==> config.mk <==
export PLATFORM = sky130hd
export DESIGN_NAME = pdc_counter
export DESIGN_NICKNAME = d
export VERILOG_FILES = /design/src/rtl/pdc_pkg.sv /design/src/rtl/pdc_counter.sv
export SDC_FILE = /design/constraint.sdc
export NUM_CORES = 1
export LEC_CHECK = 0
export ABC_AREA = 0
export ABC_CLOCK_PERIOD_IN_PS = 1490
export BUFFER_PORTS_ARGS = -buffer_cell sky130_fd_sc_hd__buf_2
export CORE_MARGIN = 5
export CORE_UTILIZATION = 38
export DETAILED_ROUTE_END_ITERATION = 8
export PLACE_DENSITY = 0.75
export SKIP_LAST_GASP = 1
export SLEW_MARGIN = 40
export SYNTH_ARGS = -nofsm -noshare
export SYNTH_HDL_FRONTEND = slang
export SYNTH_SLANG_ARGS = --single-unit
==> constraint.sdc <==
create_clock -name pclk -period 1.49 [get_ports pclk]
set_input_delay 0.2235 -clock pclk [delete_from_list [all_inputs] [get_ports pclk]]
set_output_delay 0.2235 -clock pclk [all_outputs]
set_load 0.02 [all_outputs]
==> src/rtl/pdc_pkg.sv <==
// Constants shared by the preset down counter block.
`default_nettype none
package pdc_pkg;
    // ------------------------------------------------------------
    // Register map
    // ------------------------------------------------------------
    localparam logic [7:0] ctrl_addr   = 8'h00;
    localparam logic [7:0] preset_addr = 8'h04;
    localparam logic [7:0] status_addr = 8'h08;
    // ------------------------------------------------------------
    // Control register fields
    // ------------------------------------------------------------
    localparam int ctrl_load_bit  = 0;
    localparam int ctrl_clear_bit = 1;
    localparam int ctrl_rise_bit  = 2;
    localparam int ctrl_fall_bit  = 3;
    localparam int ctrl_carry_bit = 4;
    localparam int ctrl_width     = 5;
    localparam logic [4:0] ctrl_reset = 5'h00;
    // ------------------------------------------------------------
    // Status register fields
    // ------------------------------------------------------------
    localparam int status_tc_bit  = 4;
    localparam int count_width    = 4;
    localparam logic [3:0] count_reset = 4'h0;
endpackage
`default_nettype wire

==> src/rtl/pdc_counter.sv <==
// Preset down counter with an APB register port.
`default_nettype none
// Behaviour
// - The count is four bits, goes down by one in each cycle that has a qualifying clock event and is shown on buffered outputs.
// - While load is high the preset value is copied into the count continuously, whatever the clock bits do.
// - With load low and the falling clock bit low, a low-to-high change of the rising clock bit decrements.
// - With load low and the rising clock bit high, a high-to-low change of the falling clock bit decrements.
// - The terminal flag is high only while the count is zero and carry forward is high.
// - A high clear forces the count to zero at once, over load, clocks and everything else.
module pdc_counter #(
    parameter int width = pdc_pkg::count_width
) (
    // Clock and reset
    input  wire logic             pclk,
    input  wire logic             presetn,
    // APB slave
    input  wire logic             psel,
    input  wire logic             penable,
    input  wire logic             pwrite,
    input  wire logic [7:0]       paddr,
    input  wire logic [31:0]      pwdata,
    output logic      [31:0]      prdata,
    output logic                  pready,
    output logic                  pslverr,
    // Counter outputs
    output logic      [width-1:0] count_outputs,
    output logic                  zero_terminal_flag
);
    // ------------------------------------------------------------
    // State
    // ------------------------------------------------------------
    logic [pdc_pkg::ctrl_width-1:0] ctrl;
    logic [pdc_pkg::ctrl_width-1:0] next_ctrl;
    logic [width-1:0]               preset_inputs;
    logic [width-1:0]               next_preset_inputs;
    logic [width-1:0]               next_count_outputs;
    logic                           next_zero_terminal_flag;
    logic [31:0]                    next_prdata;
    logic                           wr_en;
    logic                           rd_setup;
    logic                           load_level;
    logic                           master_clear;
    logic                           rise_clock_in;
    logic                           fall_clock_in;
    logic                           carry_forward_in;
    logic                           rise_event;
    logic                           fall_event;

    function automatic logic addr_known(input logic [7:0] a);
        addr_known = (a == pdc_pkg::ctrl_addr) || (a == pdc_pkg::preset_addr)
                  || (a == pdc_pkg::status_addr);
    endfunction

    // ------------------------------------------------------------
    // Bus decode
    // ------------------------------------------------------------
    // The slave never stalls; a write to status or an unmapped address is flagged.
    assign pready   = 1'b1;
    assign pslverr  = psel && penable
                   && (!addr_known(paddr) || (pwrite && paddr == pdc_pkg::status_addr));
    assign wr_en    = psel && penable && pwrite;
    assign rd_setup = psel && !penable && !pwrite;

    always_comb begin
        next_ctrl          = ctrl;
        next_preset_inputs = preset_inputs;
        if (wr_en && paddr == pdc_pkg::ctrl_addr) begin
            next_ctrl = pwdata[pdc_pkg::ctrl_width-1:0];
        end
        if (wr_en && paddr == pdc_pkg::preset_addr) begin
            next_preset_inputs = pwdata[width-1:0];
        end
        next_prdata = prdata;
        if (rd_setup) begin
            case (paddr)
                pdc_pkg::ctrl_addr: begin
                    next_prdata = {{(32-pdc_pkg::ctrl_width){1'b0}}, ctrl};
                end
                pdc_pkg::preset_addr: begin
                    next_prdata = {{(32-width){1'b0}}, preset_inputs};
                end
                pdc_pkg::status_addr: begin
                    next_prdata = 32'h0000_0000;
                    next_prdata[width-1:0] = count_outputs;
                    next_prdata[pdc_pkg::status_tc_bit] = zero_terminal_flag;
                end
                default: begin
                    next_prdata = 32'h0000_0000;
                end
            endcase
        end
    end

    // ------------------------------------------------------------
    // Counter
    // ------------------------------------------------------------
    // The counter sees the new control value in the same edge it is written, so
    // clear and load act without a further cycle of delay.
    assign load_level       = next_ctrl[pdc_pkg::ctrl_load_bit];
    assign master_clear     = next_ctrl[pdc_pkg::ctrl_clear_bit];
    assign rise_clock_in    = next_ctrl[pdc_pkg::ctrl_rise_bit];
    assign fall_clock_in    = next_ctrl[pdc_pkg::ctrl_fall_bit];
    assign carry_forward_in = next_ctrl[pdc_pkg::ctrl_carry_bit];
    assign rise_event = rise_clock_in && !ctrl[pdc_pkg::ctrl_rise_bit] && !fall_clock_in;
    assign fall_event = !fall_clock_in && ctrl[pdc_pkg::ctrl_fall_bit] && rise_clock_in;

    always_comb begin
        next_count_outputs = count_outputs;
        if (master_clear) begin
            next_count_outputs = '0;
        end else if (load_level) begin
            next_count_outputs = next_preset_inputs;
        end else if (rise_event || fall_event) begin
            next_count_outputs = count_outputs - 1'b1;
        end
        next_zero_terminal_flag = (next_count_outputs == '0) && carry_forward_in;
    end

    always_ff @(posedge pclk or negedge presetn) begin
        if (!presetn) begin
            ctrl               <= pdc_pkg::ctrl_reset;
            preset_inputs      <= '0;
            count_outputs      <= '0;
            zero_terminal_flag <= 1'b0;
            prdata             <= 32'h0000_0000;
        end else begin
            ctrl               <= next_ctrl;
            preset_inputs      <= next_preset_inputs;
            count_outputs      <= next_count_outputs;
            zero_terminal_flag <= next_zero_terminal_flag;
            prdata             <= next_prdata;
        end
    end
endmodule
`default_nettype wire

## Word-level counts from Yosys, hierarchy flattened

Cells that the tools add are included.

| operators by class | value |
|---|---|
| shifts and indexed selects | 0 |
| reductions and logical operators | 24 |
| mux-type cells | 6 |
| bitwise gates (word level) | 0 |
| add/sub/neg operators | 1 |
| divide/modulo/power cells | 0 |
| eq/ne operators | 2 |
| magnitude comparators | 0 |
| multiply operators | 0 |

Operators with widths:

| kind | number |
|---|---|
| $mux 4 | 4 |
| $pmux 5 s3 | 1 |
| $logic_and 1x1->1 | 13 |
| $eq 8x3->1 const B | 1 |
| $eq 8x4->1 const B | 1 |
| $logic_not 8->1 | 1 |
| $logic_not 1->1 | 5 |
| $mux 5 | 1 |
| $logic_not 4->1 | 1 |
| $logic_or 1x1->1 | 4 |
| $sub 4x1->4 const B | 1 |

| storage, ports and cells | value |
|---|---|
| RAM bits | 0 |
| register bits | 46 |
| memories | 0 |
| output and inout port bits | 39 |
| ROM bits | 0 |
| bits in latches | 0 |

## Logic depth before layout (Yosys ltp)

| depth | value |
|---|---|
| word-level depth | 13 |
| depth in mapped cells | 7 |

## Worst setup path after synthesis

No wires, ideal clock.

| timing path | value |
|---|---|
| path type | input-to-reg |
| from | in paddr[5] |
| to | reg zero_terminal_flag |
| data arrival time | 1638 ps |
| stages on the path | 7 |
| path slack | -244 ps |
| cell sequence | nor4_4 and4b_4 mux2i_4 inv_2 nor3b_2 o21ai_1 nor4_2 |

| between the ends | value |
|---|---|
| elaborated cells on any way between the ends | 17 |

RTL lines:

| element | line | text |
|---|---|---|
| from (decl) | pdc_counter.sv:20 | `input wire logic [7:0] paddr,` |
| $logic_not 8->1 | pdc_counter.sv:67 | `if (wr_en && paddr == pdc_pkg::ctrl_addr) begin` |
| $logic_and 1x1->1 | pdc_counter.sv:67 |  |
| $mux 5 | pdc_counter.sv:67 |  |
| via next_ctrl, one bit | pdc_counter.sv:33 | `logic [pdc_pkg::ctrl_width-1:0] next_ctrl;` |
| $mux 4 | pdc_counter.sv:111 | `end else if (load_level) begin` |
| $mux 4 | pdc_counter.sv:109 | `if (master_clear) begin` |
| $logic_not 4->1 | pdc_counter.sv:116 | `next_zero_terminal_flag = (next_count_outputs == '0) && carry_forward_in;` |
| $logic_and 1x1->1 | pdc_counter.sv:116 |  |
| via next_zero_terminal_flag | pdc_counter.sv:37 | `logic next_zero_terminal_flag;` |
| to (signal assigned) | pdc_counter.sv:130 | `zero_terminal_flag <= next_zero_terminal_flag;` |
| to (decl) | pdc_counter.sv:27 | `output logic zero_terminal_flag` |

The timed path passes the listed nets, and every way through them passes these cells.
A chain may end at the register's enable or synchronous reset.

## Final worst setup path

| timing path | value |
|---|---|
| from | in paddr[4] |
| to | reg zero_terminal_flag |

| between the ends | value |
|---|---|
| elaborated cells on any way between the ends | 17 |

RTL lines:

| element | line | text |
|---|---|---|
| $logic_not 8->1 | pdc_counter.sv:67 |  |
| $logic_and 1x1->1 | pdc_counter.sv:67 |  |
| $mux 5 | pdc_counter.sv:67 |  |
| via next_ctrl, one bit | pdc_counter.sv:33 |  |
| $mux 4 | pdc_counter.sv:109 |  |
| via next_count_outputs[2] | pdc_counter.sv:36 | `logic [width-1:0] next_count_outputs;` |
| $logic_not 4->1 | pdc_counter.sv:116 |  |
| $logic_and 1x1->1 | pdc_counter.sv:116 |  |
| via next_zero_terminal_flag | pdc_counter.sv:37 |  |

The timed path passes the listed nets, and every way through them passes these cells.

==> impl_metrics.env <==
export IMPL_number_of_input_and_output_port_buffers_inserted=28
export IMPL_mappedNetlistArea_mm2=0.00130
export IMPL_placementRows=21
export IMPL_initialDrtViolationCount=20
export IMPL_clock_latency_ns=0.31
export IMPL_power_net_switching_uw=516
export IMPL_first_global_vias=954
export IMPL_cts_tree="done"
export IMPL_synth_yosys_seq_area_share_pct=36.5
export IMPL_critPathMostFrequentCell="buf_6"
export IMPL_share_clk_of_total_power_pct=20.0
export IMPL_ys_ff_latch=19
export IMPL_layout_common_cells="conb_1 (28), buf_2 (25), buf_4 (21), dfrtp_1 (19), nand2_1 (8)"
export IMPL_p_leak_uw=0.000858
export IMPL_violated_checks="setup timing"
export IMPL_synth_warnings=0
export IMPL_share_comb_of_total_power_pct=36.7
export IMPL_critical_path_endpoint_type="register"
export IMPL_grt_setup_unrepaired="yes"
export IMPL_core_mm2=0.00334
export IMPL_post_drt_wl_per_cell_um=12.8
export IMPL_h_tree_depth=1
export IMPL_report_final_slew_viol_count=0
export IMPL_nets=226
export IMPL_worstPathArrival_ns=1.83
export IMPL_ant_nets=0
export IMPL_fp_dieH_um=68.5
export IMPL_die_x_um=68.5
export IMPL_via_per_inst=4.48
export IMPL_cts_reportedPaths_clkPinSlew_ns=0.12
export IMPL_place_inst=214
export IMPL_critical_path_slowest_cell="mux2_4"
export IMPL_layout_commonest_cell="conb_1"
export IMPL_final_worst_slack_ns=-0.133
export IMPL_first_pass_iteration_count_of_the_detailed_router=4
export IMPL_powerDensity_mw_per_mm2=818
export IMPL_worst_path_max_fanout=10
export IMPL_seq_power_share_pct=43.2
export IMPL_detailed_place_hpwl_mm=2.24
export IMPL_overflow_left_after_global_routing=0
export IMPL_post_route_util_pct=50.7
export IMPL_sw_frac_of_total_pct=37.3
export IMPL_irDropWorstVdd_mv=0.335
export IMPL_post_synth_inst_count=126
export IMPL_finalPower_uw=1380
export IMPL_cts_made_buffers=3
export IMPL_pin_count=84
export IMPL_totalWireLength_mm=2.88
export IMPL_detailroute_via_count=1009
export IMPL_worst_setup_path_start_kind="input port"
export IMPL_final_setup_skew_ns=0.00443
export IMPL_final_layout_size_suffix_gt1_share_pct=46.4
export IMPL_setup_worst_path_class="input port to register"
export IMPL_yosysUniqueCellTypes=36
export IMPL_dieArea_mm2=0.00469
export IMPL_setup_viol=4
export IMPL_syn_avg_cell_area_um2=10.3
export IMPL_max_cap_viol=0
export IMPL_max_clock_path_buffers=2
export IMPL_global_route_wire_length_before_repair_mm=4.44
export IMPL_dpl_worst_slack_ns=-0.519
export IMPL_largest_net_degree_at_the_start_of_global_routing=20
export IMPL_path_cells="buf_6, nor4_4, and4b_4, buf_6, mux2_4, a211oi_4, nor4_2"
export IMPL_final_period_minus_worst_setup_slack_ns=1.62
export IMPL_power_report_internal_total_uw=867
export IMPL_fmax_ghz=0.616
export IMPL_timing_final_crit_share_pct=109
export IMPL_worst_hold_path_type="input port to register"
export IMPL_cts_root_buf="clkbuf_4"
export IMPL_syn2layout_area_growth_pct=29.9
export IMPL_run_status="complete, but fails checks"
export IMPL_critPathRequiredTime_ns=1.70
export IMPL_place_congestion=0.863
export IMPL_report_final_hold_viol_count=0
export IMPL_clock_sink_total=19
export IMPL_drcViolationCount=0
export IMPL_effective_utilization_at_floorplan_pct=39.0
export IMPL_stdcell_count=225
export IMPL_antenna_diode_instance_count=0
export IMPL_antenna_found_initial=0
export IMPL_critical_path_max_stage_delay_ns=0.36
export IMPL_grtUsageTotal_pct=12.9
## synthesized netlist by cell type, drive strengths merged
cell	instances	area [um2]
and4b	2	27.5
a31oi	1	6.26
nand4	1	6.26
o22ai	1	6.26
a31o	1	8.76
clkbuf	1	3.75
o21ai	7	35.0
o41ai	1	8.76
nor2b	3	18.8
nor2	7	28.8
mux2i	7	82.6
nand2	8	30.0
mux2	8	97.6
inv	4	15.0
nand3	4	25.0
a21oi	3	18.8
nor3b	2	25.0
a211oi	3	37.5
nor4	2	33.8
nor3	2	10.0
ha	1	12.5
xor2	2	17.5
dfrtp	19	475
and2	1	6.26
conb	2	7.51
a22o	4	35.0
buf	29	221
## timing repair
action	CTS	global route
gates resized for setup	5	11
pin swaps	1	6
endpoints found under the hold margin	19	0
hold buffers	1	0
endpoints found under the setup margin	6	6
setup buffers	3	3
## logic make-up (layout without fill, tap and decap cells)
logic type,Yosys count,after routing,synth area share [%]
AOI/OAI and AO/OA,21,21,12.0
xor gates and xnor gates,2,2,1.35
adders and majority gates,1,1,0.961
buffers and inverters,34,61,18.5
DFF,19,19,36.5
muxes,15,15,13.8
other,2,28,0.577
and+or+nand+nor,32,32,16.3
## sequential cells by signal (all words and copies together), names as in the netlist
| register | cells |
|---|---|
| zero_terminal_flag | 1 |
| preset_inputs | 4 |
| count_outputs | 4 |
| ctrl | 5 |
| prdata | 5 |
## critical path, delay by kind of cell
kind            cells  cell delay, ns
simple gates        3            0.74
mux                 1            0.36
buf+inv             2            0.25
compound gates      1            0.24
## final cells by class
class,instances,area (um2)
inverter,4,15.0
clock inverter,1,5.00
fill,305,1650
tap,46,57.6
sequential,19,475
timing repair buffer,53,369
clock buffer,3,22.5
multi-input combinational,99,746
## routing by layer
layer / track usage (%) / wire, um / up-vias
li1: - / - / 488
met1: 14.9 / 1160 / 488
met2: 22.5 / 1480 / 28
met3: 2.59 / 179 / 5
met4: 6.70 / 56 / 0
met5: 0 / 0 / -
## worst paths after layout
kind / startpoint / endpoint / slack (ns) / cells past startpoint
min reg2reg: prdata[4]$_DFFE_PN0P_ / prdata[4]$_DFFE_PN0P_ / 0.49 / 2
max: paddr[4] / zero_terminal_flag$_DFF_PN0_ / -0.13 / 7
max in group asynchronous: presetn / ctrl[0]$_DFF_PN0_ / 0.83 / 2
max reg2reg: ctrl[2]$_DFF_PN0_ / zero_terminal_flag$_DFF_PN0_ / -0.12 / 7
min in group asynchronous: presetn / prdata[3]$_DFFE_PN0P_ / 0.36 / 2
min: pwdata[3] / ctrl[3]$_DFF_PN0_ / 0.17 / 2
## power groups by stage
stage / combinational [uW] / sequential [uW] / clock (uW)
global route: 549 / 603 / 304
finish: 508 / 598 / 277
CTS: 460 / 594 / 282
global placement: 437 / 604 / 0
floorplan: 282 / 646 / 0
detailed placement: 439 / 604 / 0
## stage by stage
stage / hold slack, ns / setup TNS, ns / instance area, um2
4_1_cts: 0.163 / -0.0835 / 1600
6_report: 0.170 / -0.202 / 1690
5_1_grt: 0.164 / -0.509 / 1690
3_3_place_gp: 0.180 / -2.83 / 1510
3_5_place_dp: 0.184 / -2.93 / 1510
2_1_floorplan: -0.0721 / -0.678 / 1400
Power figures use the tool's default switching activity.
